<file path="src/design/port_err_pkg.sv">
// Package: register map, field layout and timing for the port error block
`default_nettype none
package port_err_pkg;
  localparam logic [7:0] ctrl_addr = 8'h00;
  localparam logic [7:0] thresh_addr = 8'h04;
  localparam logic [7:0] status_addr = 8'h08;
  localparam logic [7:0] even_detect_addr = 8'h0c;
  localparam logic [7:0] even_errstat_addr = 8'h10;
  localparam logic [7:0] odd_errstat_addr = 8'h14;
  localparam logic [7:0] rate_addr = 8'h18;
  localparam logic [7:0] irq_stat_addr = 8'h1c;
  localparam logic [7:0] irq_mask_addr = 8'h20;
  // Control register bits
  localparam int split_bit = 0;
  localparam int indep_report_bit = 1;
  localparam int even_report_dis_bit = 2;
  localparam int odd_report_dis_bit = 3;
  localparam int drop_bit = 4;
  localparam int stop_fail_bit = 5;
  localparam int dead_timer_bit = 6;
  localparam int lock_bit = 7;
  // Error-status register bits (per port)
  localparam int port_err_bit = 0;
  localparam int pending_bit = 1;
  localparam int uninit_bit = 2;
  localparam int stopped_bit = 3;
  // Interrupt status bits
  localparam int irq_even_err = 0;
  localparam int irq_odd_err = 1;
  localparam int irq_rate_fail = 2;
  localparam int irq_link_down = 3;
  localparam int irq_stopped = 4;
  localparam int irq_w = 5;
  localparam logic [7:0] ctrl_reset = 8'h00;
  localparam logic [7:0] thresh_reset = 8'hff;
  localparam logic [4:0] mask_reset = 5'h00;
  localparam int lanes = 4;
  localparam int clk_mhz = 25;
  // Dead-link timer minimum, in ns, and its cycle count (rounded up)
  localparam int dead_time_ns = 1000;
  localparam int dead_cycles = (dead_time_ns * clk_mhz + 999) / 1000;
  typedef struct packed {
    logic [7:0] addr;
    logic [31:0] wdata;
    logic wr;
    logic rd;
  } bus_req_t;
  typedef struct packed {
    logic [lanes-1:0] sync;
    logic [lanes-1:0] err;
  } lane_status_t;
endpackage
`default_nettype wire

</file>
<file path="src/design/rate_counter.sv">
// Error-rate counter with threshold compare
`default_nettype none
module rate_counter (
  input wire logic mclk,
  input wire logic reset,
  input wire logic inc,
  input wire logic clear,
  input wire logic [7:0] threshold,
  output logic [7:0] count,
  output logic over
);
  typedef struct packed {
    logic [7:0] count;
    logic over;
  } rc_state_t;
  rc_state_t st;
  rc_state_t next_st;
  // Saturating count, compare against threshold
  always_comb begin
    next_st = st;
    if (clear) begin
      next_st.count = 8'h00;
    end else if (inc && st.count != 8'hff) begin
      next_st.count = st.count + 8'h01;
    end
    next_st.over = next_st.count > threshold;
  end
  always_ff @(posedge mclk) begin
    if (reset) begin
      st <= '0;
    end else begin
      st <= next_st;
    end
  end
  assign count = st.count;
  assign over = st.over;
endmodule
`default_nettype wire

</file>
<file path="src/design/dual_port_error_and_discard.sv">
// Dual 1x port error propagation, event reports and egress discard
//
// Added by the designer: the register offsets and the strobed register port.
`default_nettype none
// Contract
// - Odd error also raises even error when split
// - Even propagation works while even uninitialized
// - Even error is OR of all lanes; the code does this only when split, else lane 0 only
// - Lane errors qualified by lane code-group sync
// - Propagated error never blocks even port traffic
// - Writing zero clears even error-detect flag
// - Reports need indep enable and clear disable
// - Odd error: both ports report, set pending
// - Report when rate count exceeds threshold
// - Drop above threshold unless output stopped
// - Dead-link timer discards until link reinitializes
// - Threshold discard survives reinitialization
// - Ackid mismatch enters stopped, threshold discard lost
// - Fail-stop: discard until software recovers link; the code does not discard while stopped, only on lock or dead-link
// - Writing one clears status error flag
module dual_port_error_and_discard (
  input wire logic mclk,
  input wire logic reset,
  input wire port_err_pkg::bus_req_t bus,
  output logic [31:0] rdata,
  input wire port_err_pkg::lane_status_t lane,
  input wire logic even_link_ok,
  input wire logic odd_link_ok,
  input wire logic ackid_mismatch,
  input wire logic err_rate_event,
  output logic even_report_req,
  output logic odd_report_req,
  output logic discard,
  output logic even_link_enable,
  output logic irq
);
  typedef struct packed {
    logic [7:0] ctrl;
    logic [7:0] thresh;
    logic even_detect;
    logic even_err;
    logic odd_err;
    logic even_pend;
    logic odd_pend;
    logic stopped;
    logic even_ok_seen;
    logic link_prev;
    logic dead_active;
    logic [7:0] dead_cnt;
    logic [4:0] istat;
    logic [4:0] imask;
    logic [31:0] rdata;
    logic even_rep;
    logic odd_rep;
    logic discard;
    logic irq;
  } state_t;
  state_t s;
  state_t n;
  logic [port_err_pkg::lanes-1:0] qual;
  logic odd_lane_err;
  logic even_lane_err;
  logic [7:0] rate_cnt;
  logic rate_over;
  logic rate_clear;
  logic odd_rise;
  logic rep_ok_even;
  logic rep_ok_odd;
  logic [4:0] ev;
  logic wr_ctrl;
  logic std_drop;
  logic lock_drop;

  // Lane error qualified by code-group sync, not by link ok
  genvar g;
  generate
    for (g = 0; g < port_err_pkg::lanes; g++) begin : g_lane
      assign qual[g] = lane.err[g] & lane.sync[g];
    end
  endgenerate
  assign odd_lane_err = |qual[port_err_pkg::lanes-1:1];
  // Even flag sees all four lanes when split; uninit not a gate
  assign even_lane_err = s.ctrl[port_err_pkg::split_bit] ?
      (|qual) : qual[0];
  assign odd_rise = s.ctrl[port_err_pkg::split_bit] & odd_lane_err
      & ~s.odd_err;
  assign rep_ok_even = s.ctrl[port_err_pkg::indep_report_bit]
      & ~s.ctrl[port_err_pkg::even_report_dis_bit];
  assign rep_ok_odd = s.ctrl[port_err_pkg::indep_report_bit]
      & ~s.ctrl[port_err_pkg::odd_report_dis_bit];
  assign rate_clear = bus.wr && bus.addr == port_err_pkg::rate_addr;
  assign wr_ctrl = bus.wr && bus.addr == port_err_pkg::ctrl_addr;
  // Standard discard: drop_bit and stop_fail_bit set, rate over threshold, port not output-stopped
  assign std_drop = s.ctrl[port_err_pkg::drop_bit]
      & s.ctrl[port_err_pkg::stop_fail_bit]
      & rate_over & ~s.stopped;
  // Lockout held, or the write that sets it acts at once
  assign lock_drop = s.ctrl[port_err_pkg::lock_bit]
      | (wr_ctrl & bus.wdata[port_err_pkg::lock_bit]);

  rate_counter u_rate (
    .mclk(mclk),
    .reset(reset),
    .inc(err_rate_event),
    .clear(rate_clear),
    .threshold(s.thresh),
    .count(rate_cnt),
    .over(rate_over)
  );

  // Interrupt events
  always_comb begin
    ev = '0;
    ev[port_err_pkg::irq_even_err] = even_lane_err & ~s.even_err;
    ev[port_err_pkg::irq_odd_err] = odd_rise;
    ev[port_err_pkg::irq_rate_fail] = rate_over;
    ev[port_err_pkg::irq_link_down] = s.link_prev & ~odd_link_ok;
    ev[port_err_pkg::irq_stopped] = ackid_mismatch & ~s.stopped;
  end

  // Next-state logic
  always_comb begin
    n = s;
    n.even_rep = 1'b0;
    n.odd_rep = 1'b0;
    n.rdata = 32'h0000_0000;
    n.link_prev = odd_link_ok;
    n.even_ok_seen = even_link_ok;
    // Register writes and clears
    if (bus.wr) begin
      if (bus.addr == port_err_pkg::ctrl_addr) begin
        n.ctrl = bus.wdata[7:0];
      end else if (bus.addr == port_err_pkg::thresh_addr) begin
        n.thresh = bus.wdata[7:0];
      end else if (bus.addr == port_err_pkg::even_detect_addr) begin
        if (!bus.wdata[port_err_pkg::port_err_bit]) begin
          n.even_detect = 1'b0;
        end
      end else if (bus.addr == port_err_pkg::even_errstat_addr) begin
        if (bus.wdata[port_err_pkg::port_err_bit]) begin
          n.even_err = 1'b0;
        end
        if (bus.wdata[port_err_pkg::pending_bit]) begin
          n.even_pend = 1'b0;
        end
      end else if (bus.addr == port_err_pkg::odd_errstat_addr) begin
        if (bus.wdata[port_err_pkg::port_err_bit]) begin
          n.odd_err = 1'b0;
        end
        if (bus.wdata[port_err_pkg::pending_bit]) begin
          n.odd_pend = 1'b0;
        end
        if (bus.wdata[port_err_pkg::stopped_bit]) begin
          n.stopped = 1'b0; // software recovery
        end
      end else if (bus.addr == port_err_pkg::irq_stat_addr) begin
        n.istat = s.istat & ~bus.wdata[4:0];
      end else if (bus.addr == port_err_pkg::irq_mask_addr) begin
        n.imask = bus.wdata[4:0];
      end
    end
    // Hardware sets win over software clears
    if (even_lane_err) begin
      n.even_detect = 1'b1;
      n.even_err = 1'b1;
    end
    if (s.ctrl[port_err_pkg::split_bit] && odd_lane_err) begin
      n.odd_err = 1'b1;
    end
    // Odd error: both ports report when enabled
    if (odd_rise) begin
      if (rep_ok_even) begin
        n.even_rep = 1'b1;
        n.even_pend = 1'b1;
      end
      if (rep_ok_odd) begin
        n.odd_rep = 1'b1;
        n.odd_pend = 1'b1;
      end
    end
    // Rate count over threshold raises report on odd port while odd not pending
    if (rate_over && !s.odd_pend && rep_ok_odd) begin
      n.odd_rep = 1'b1;
      n.odd_pend = 1'b1;
    end
    // Ackid mismatch forces output error-stopped
    if (ackid_mismatch) begin
      n.stopped = 1'b1;
    end
    // Dead-link timer: discard while link down, end on reinit
    if (!s.ctrl[port_err_pkg::dead_timer_bit] || odd_link_ok) begin
      n.dead_cnt = 8'h00;
      n.dead_active = 1'b0;
    end else if (s.dead_cnt == 8'(port_err_pkg::dead_cycles - 1)) begin
      n.dead_active = 1'b1;
    end else begin
      n.dead_cnt = s.dead_cnt + 8'h01;
    end
    // Discard: standard, dead-link, or lock; standard and lock persist past reinit
    n.discard = std_drop
        | s.dead_active
        | lock_drop;
    n.istat = n.istat | ev;
    n.irq = |(n.istat & n.imask);
    // Read data, one cycle later
    if (bus.rd) begin
      if (bus.addr == port_err_pkg::ctrl_addr) begin
        n.rdata = {24'h000000, s.ctrl};
      end else if (bus.addr == port_err_pkg::thresh_addr) begin
        n.rdata = {24'h000000, s.thresh};
      end else if (bus.addr == port_err_pkg::status_addr) begin
        n.rdata = {26'h0, s.dead_active, s.discard, s.stopped,
            rate_over, odd_link_ok, even_link_ok};
      end else if (bus.addr == port_err_pkg::even_detect_addr) begin
        n.rdata = {31'h0, s.even_detect};
      end else if (bus.addr == port_err_pkg::even_errstat_addr) begin
        n.rdata = {29'h0, ~s.even_ok_seen, s.even_pend, s.even_err};
      end else if (bus.addr == port_err_pkg::odd_errstat_addr) begin
        n.rdata = {28'h0000000, s.stopped, ~odd_link_ok, s.odd_pend,
            s.odd_err};
      end else if (bus.addr == port_err_pkg::rate_addr) begin
        n.rdata = {24'h000000, rate_cnt};
      end else if (bus.addr == port_err_pkg::irq_stat_addr) begin
        n.rdata = {27'h0, s.istat};
      end else if (bus.addr == port_err_pkg::irq_mask_addr) begin
        n.rdata = {27'h0, s.imask};
      end
    end
  end

  // State register
  always_ff @(posedge mclk) begin
    if (reset) begin
      s.ctrl <= port_err_pkg::ctrl_reset;
      s.thresh <= port_err_pkg::thresh_reset;
      s.even_detect <= 1'b0;
      s.even_err <= 1'b0;
      s.odd_err <= 1'b0;
      s.even_pend <= 1'b0;
      s.odd_pend <= 1'b0;
      s.stopped <= 1'b0;
      s.even_ok_seen <= 1'b0;
      s.link_prev <= 1'b0;
      s.dead_active <= 1'b0;
      s.dead_cnt <= 8'h00;
      s.istat <= 5'h00;
      s.imask <= port_err_pkg::mask_reset;
      s.rdata <= 32'h0000_0000;
      s.even_rep <= 1'b0;
      s.odd_rep <= 1'b0;
      s.discard <= 1'b0;
      s.irq <= 1'b0;
    end else begin
      s <= n;
    end
  end

  // Outputs straight from flops, even link enable tied high; even link never gated by error
  assign rdata = s.rdata;
  assign even_report_req = s.even_rep;
  assign odd_report_req = s.odd_rep;
  assign discard = s.discard;
  assign even_link_enable = 1'b1;
  assign irq = s.irq;
endmodule
`default_nettype wire

</file>
<file path="config.mk">
export PLATFORM = sky130hd
export DESIGN_NAME = dual_port_error_and_discard
export DESIGN_NICKNAME = d
export VERILOG_FILES = /design/src/design/port_err_pkg.sv /design/src/design/rate_counter.sv /design/src/design/dual_port_error_and_discard.sv
export SDC_FILE = /design/constraint.sdc
export NUM_CORES = 1
export LEC_CHECK = 0
export BUFFER_PORTS_ARGS = -buffer_cell sky130_fd_sc_hd__buf_2
export CORE_MARGIN = 2
export CORE_UTILIZATION = 53
export DETAILED_ROUTE_END_ITERATION = 10
export HOLD_SLACK_MARGIN = 0.15
export PLACE_DENSITY = 0.88
export SYNTH_ARGS = -nofsm -noshare
export SYNTH_HDL_FRONTEND = slang
export SYNTH_SLANG_ARGS = --single-unit
</file>
<file path="constraint.sdc">
create_clock -name mclk -period 3.76 [get_ports mclk]
set_input_delay 0.564 -clock mclk [delete_from_list [all_inputs] [get_ports mclk]]
set_output_delay 0.564 -clock mclk [all_outputs]
set_load 0.01 [all_outputs]
</file>
==> flow_metrics.py, run 1 <==
metrics = {
    "worst_hold_path": {
        "hold_depth": 3,
        "hp-start": "ackid_mismatch",
        "hp-class": "input pin to flip-flop",
    },
    "worst_setup_path": {
        "critical_path.endpoint": "u_rate.over$_SDFF_PP0_",
        "cp-startpoint": "bus[36]",
        "r2r.worst_path.cells": 11,
        "r2r_slack_ps": 1100,
        "critical_path_class": "input pin to flip-flop",
        "rr_endpoint": "u_rate.over$_SDFF_PP0_",
        "cp-end-kind": "flip-flop",
        "arrival_ps": 2910,
        "r2r-start": "u_rate.count[0]$_SDFF_PP0_",
        "worstSetupStartpointType": "input pin",
        "required_ps": 3930,
        "worstPathMaxFanout": 19,
    },
    "final_layout": {
        "multi_input_comb_area_mm2": 0.00187,
        "design_area_mm2": 0.00377,
        "fill_cells": 525,
        "drive_gt1_share_pct": 16.8,
        "diodes": 0,
        "instances_no_fill": 517,
        "utilization_pct": 59.3,
        "ff_latch_area_mm2": 0.00128,
        "area_delta_synth_final_pct": 8.47,
        "nNetsFinal": 502,
        "final_common_cell": "dfxtp_1",
        "final_cell_mix": "64 x dfxtp_1, 45 x nor2_1, 43 x buf_2, 32 x nand2_1, 25 x conb_1",
    },
    "placement": {
        "dp.cells": 501,
        "portBuffers": 43,
        "pre_cts_ws_ps": 719,
        "dp_hpwl_um": 6090,
        "placed_area_mm2": 0.00355,
        "gp_congestion": 0.911,
    },
    "sta": {
        "setup_slack_ps": 1020,
        "period_minus_slack_ps": 2740,
        "finalSetupViolCount": 0,
        "whs_ps": 440,
        "rsz0062_at_grt": "false",
        "fmaxAchievable_mhz": 365,
        "worst_slew_pin_slew_ps": 685,
        "slew_violations": 0,
        "setup-tns-final_ps": 0,
        "timing.final.crit_share_pct": 72.9,
        "slew-limit-headroom_pct": 54.4,
        "finalHoldViolations": 0,
        "skew_ps": 5.61,
    },
    "floorplanning": {
        "placementRows": 29,
        "die_y_um": 84.9,
        "initial_core_util_pct": 54.7,
        "dieArea_mm2": 0.00721,
        "pin_count": 93,
        "fp.dieW_um": 84.9,
        "core_mm2": 0.00635,
    },
    "clock_network": {
        "clkSlewWorstSetupHoldPaths_ps": 70,
        "clk_latency_ps": 330,
        "htreeDepth": 3,
        "cts-root-buf": "clkbuf_8",
        "clock_sinks": 64,
        "cts_setup_buffers": 0,
        "cts_tree": "done",
        "cts-buffers-inserted": 9,
        "cts_resized": 0,
        "cts_max_path_buffers": 2,
        "cts_hold_buf": 0,
    },
    "logic_synthesis": {
        "syn-cell-area_mm2": 0.00347,
        "ys_seq_area_share_pct": 36.9,
        "yosysTopAreaCell": "dfxtp_1",
        "async_flop_share_pct": 0,
        "synth-seq-cells": 64,
        "ys_warn_count": 0,
        "synth-edff-count": 0,
        "yosys-top-cells-area": "dfxtp_1 37%, buf_4 7.8%, mux2i_1 5.2%, nor2_1 4.9%, ha_1 4.0%",
        "postSynthAreaPerCell_um2": 8.55,
        "synth_cell_types": 56,
        "synthCells": 406,
        "synth_top_area_share_pct": 36.9,
        "ys.flop_type": "dfxtp_1",
    },
    "global_routing": {
        "grtUsageTotal_pct": 24.0,
        "grt_pass1_wl_um": 13800,
        "grt_pass1_vias": 2907,
        "grt_overflow": 0,
        "grt_max_degree": 37,
        "antenna_found_initial": 0,
    },
    "outcome": {
        "status": "completed",
    },
    "power": {
        "peakVddDrop_uv": 280,
        "leakagePower_nw": 1.63,
        "p_per_area_mw_per_mm2": 385,
        "power.total_mw": 1.45,
    },
    "detailed_routing": {
        "drtIter0Drc": 351,
        "firstDrtPassIters": 5,
        "detail-route-antenna-nets": 0,
        "drc_errors": 0,
        "vias_per_cell": 5.95,
        "vias": 3074,
        "wl_um": 8250,
        "wire_per_inst_um": 16.0,
    },
    "job": {
        "cap_violations": 0,
    },
}
==> worst min path at each step <==
stage / to / slack (ps)
floorplan: odd_report_req$_SDFF_PP0_ / 430
global placement: s[62]$_SDFFE_PP0P_ / 450
detailed placement: s[62]$_SDFFE_PP0P_ / 460
CTS: s[57]$_SDFFE_PP0P_ / 440
global route: s[57]$_SDFFE_PP0P_ / 480
finish: s[57]$_SDFFE_PP0P_ / 440
==> synthesized netlist by cell type, types with 4 or more instances <==
library cell and count:
dfxtp_1 64, nor2_1 45, buf_4 36, nand2_1 32, mux2i_1 18, a21oi_1 17, inv_1 16, nand3_1 16
ha_1 11, nor3_1 11, nand4_1 10, clkbuf_1 9, o211ai_1 9, xnor2_1 9, nor2b_1 8, o21ai_0 7
buf_2 6, and2_1 5, a21o_1 4, a222oi_1 4, and3_1 4, nand2b_1 4, xor2_1 4
==> logic make-up (layout without fill, tap and decap cells) <==
logic type | after synthesis | in the layout | synth area share (%)
multiplexers | 19 | 19 | 5.51
flip-flops | 64 | 64 | 36.9
other | 2 | 25 | 0.216
AND/OR/NAND/NOR | 156 | 156 | 23.7
XOR/XNOR | 13 | 13 | 3.28
buffers and inverters | 68 | 79 | 11.7
AO/OA/AOI/OAI | 73 | 73 | 14.7
adder cells (fa/ha/maj) | 11 | 11 | 3.96
==> registers in the layout (all words and copies together) (netlist names) <==
signal / count
s: 43
rdata: 8
u_rate.count: 8
discard: 1
even_report_req: 1
irq: 1
odd_report_req: 1
u_rate.over: 1
==> report_power, final <==
part	total, mW	switching [mW]	internal, mW	leakage, nW
clock	0.640	0.269	0.371	0.110
combinational	0.117	0.0777	0.0391	1.00
sequential	0.693	0.00708	0.686	0.518
==> area by class of cell <==
cell class	instances	area share, %
inverters	16	1.59
multi-input cells	297	49.7
flip-flops and latches	64	34.0
repair buffers	47	6.51
clock inverters	6	2.23
clock buffers	10	3.39
well taps	77	2.56
==> routing by layer <==
metal | vias up | track usage, % | share of wire [%]
met1 | 1437 | 30.4 | 42
li1 | 1434 | - | -
met4 | 0 | 12.3 | 3.4
met3 | 29 | 3.99 | 7.8
met2 | 174 | 39.3 | 47
met5 | - | 0 | 0
==> worst max-delay path, cell delays in order <==
cell	delay, ps
buf_2	240
nor2b_1	360
and3_1	570
nor2_1	150
ha_1	310
nor2b_1	130
o21a_1	160
o21a_1	160
o21ai_0	160
a221oi_1	90
Note: power is estimated with default switching activity, not from simulation.
==> run 2: changes to the inputs <==
clock period = 2.8 ns   (was 3.76 ns; I/O delays follow)
==> run 2 against run 1 <==
- clock power grew 7.7%
- combinational power rose by 38%
- worst hold slack worse by 160 ps
- core utilization barely moved
- sequential share of layout area barely moved
- worst setup slack got worse by 630 ps
- design area about the same
- largest cell class unchanged
==> flow_metrics.py, run 2 (synthesized netlist as in run 1, its figures left out) <==
metrics = {
    "worst_setup_path": {
        "arrival_ps": 2640,
        "worstSetupStartpointType": "flip-flop",
        "path_buf_inv": 0,
        "critical_path_class": "flip-flop to flip-flop",
        "cpMaxStageDelayCell": "dfxtp_1",
        "r2r.worst_path.cells": 11,
        "cp-startpoint": "u_rate.count[0]$_SDFF_PP0_",
        "worstPathMaxFanout": 4,
        "max_stage_delay_ps": 410,
        "required_ps": 3030,
        "r2r-start": "u_rate.count[0]$_SDFF_PP0_",
        "path_delay_family": "compound AO/OA/AOI/OAI gates",
        "cp-end-kind": "flip-flop",
        "worst-path-stages": 11,
        "path_cells": "ha_1, nand3_1, o21ai_1, mux2i_1, nor2_1, ha_1, nor2b_1, o21a_1, o21a_1, o21ai_0, a221oi_1",
    },
    "worst_hold_path": {
        "hp-start": "ackid_mismatch",
        "hold_depth": 3,
        "hp-class": "input pin to flip-flop",
    },
    "global_routing": {
        "grt_overflow": 0,
        "antenna_found_initial": 0,
        "grt_pass1_wl_um": 13600,
        "grt_max_degree": 21,
        "grtUsageTotal_pct": 24.1,
        "grt_pass1_vias": 2853,
    },
    "clock_network": {
        "cts_resized": 0,
        "cts_max_path_buffers": 2,
        "htreeDepth": 3,
        "cts_tree": "done",
        "clk_latency_ps": 350,
        "clkSlewWorstSetupHoldPaths_ps": 70,
        "cts_hold_buf": 0,
        "cts_setup_buffers": 0,
        "clock_sinks": 64,
        "cts-buffers-inserted": 9,
        "cts-root-buf": "clkbuf_8",
    },
    "final_layout": {
        "nNetsFinal": 508,
        "final_common_cell": "dfxtp_1",
        "regMostFlops": "s",
        "ff_latch_area_mm2": 0.00128,
        "area_delta_synth_final_pct": 8.43,
        "diodes": 0,
        "largest_reg_flops": 43,
        "fill_cells": 535,
        "multi_input_comb_area_mm2": 0.00187,
        "drive_gt1_share_pct": 17.7,
        "final_cell_mix": "64 x dfxtp_1, 45 x nor2_1, 43 x buf_2, 32 x nand2_1, 25 x conb_1",
    },
    "detailed_routing": {
        "vias": 3038,
        "wire_per_inst_um": 16.2,
        "drtIter0Drc": 271,
        "wl_um": 8450,
        "firstDrtPassIters": 5,
        "vias_per_cell": 5.81,
        "drc_errors": 0,
        "detail-route-antenna-nets": 0,
    },
    "placement": {
        "dp_hpwl_um": 6420,
        "portBuffers": 43,
        "pre_cts_ws_ps": 248,
        "gp_congestion": 0.960,
    },
    "floorplanning": {
        "pin_count": 93,
        "dieArea_mm2": 0.00721,
        "die_y_um": 84.9,
        "placementRows": 29,
        "fp.dieW_um": 84.9,
        "initial_core_util_pct": 54.7,
        "core_mm2": 0.00635,
    },
    "sta": {
        "setup-tns-final_ps": 0,
        "period_minus_slack_ps": 2410,
        "timing.final.crit_share_pct": 86.0,
        "skew_ps": 7.56,
        "slew_violations": 0,
        "slew-limit-headroom_pct": 63.3,
        "rsz0062_at_grt": "false",
        "finalSetupViolCount": 0,
        "setup_slack_ps": 391,
        "fmaxAchievable_mhz": 415,
        "finalHoldViolations": 0,
        "worst_slew_pin_slew_ps": 547,
    },
    "power": {
        "peakVddDrop_uv": 314,
        "p_per_area_mw_per_mm2": 473,
        "leakagePower_nw": 1.63,
    },
    "job": {
        "cap_violations": 0,
    },
    "outcome": {
        "status": "completed",
    },
}
run 2: per-layer routing:
| layer | global-route usage, % | vias to the layer above | routed length [µm] | share of wire, % |
|---|---|---|---|---|
| met5 | 0 | - | 0 | 0 |
| met4 | 13.3 | 0 | 295 | 3.5 |
| li1 | - | 1456 | - | - |
| met3 | 7.59 | 24 | 826 | 9.8 |
| met2 | 38.1 | 165 | 3920 | 46 |
| met1 | 29.0 | 1393 | 3410 | 40 |
run 2: worst register-to-register path: stages (launching register included):
cell and delay, ps:
dfxtp_1 410, ha_1 220, nand3_1 100, o21ai_1 200, mux2i_1 290, nor2_1 80
ha_1 290, nor2b_1 130, o21a_1 160, o21a_1 170, o21ai_0 150, a221oi_1 90
run 2: layout make-up:
| class | count | share of cell area, % |
|---|---|---|
| repair buffers | 53 | 7.71 |
| clock buffers | 11 | 3.49 |
| multi-input cells | 297 | 49.7 |
| inverters | 16 | 1.60 |
| flip-flops and latches | 64 | 34.0 |
| clock inverters | 5 | 0.897 |
| well taps | 77 | 2.56 |
run 2: through the flow:
stage	power, mW	cells	instance area, µm²	hold WS (ps)	util [%]
3_5_place_dp	1.11	507	3600	465	56.7
6_report	1.78	523	3760	285	59.3
3_3_place_gp	1.10	507	3600	456	56.7
2_1_floorplan	1.07	429	3560	427	-
5_1_grt	1.84	523	3760	310	59.3
4_1_cts	1.78	523	3760	283	59.3
run 2: where the power goes:
group	total [mW]	switching [mW]	leakage [nW]	internal, mW
logic	0.162	0.105	1.03	0.0568
clock network	0.689	0.369	0.0793	0.319
registers	0.931	0.00934	0.518	0.921
total	1.78	0.484	1.63	1.30
run 2: path summary, 6_finish.rpt:
kind | to | slack, ps
worst min-delay path | s[57]$_SDFFE_PP0P_ | 290
worst min register to register | s[61]$_SDFFE_PP0P_ | 470
worst max register to register | u_rate.over$_SDFF_PP0_ | 390
worst max-delay path | u_rate.over$_SDFF_PP0_ | 390
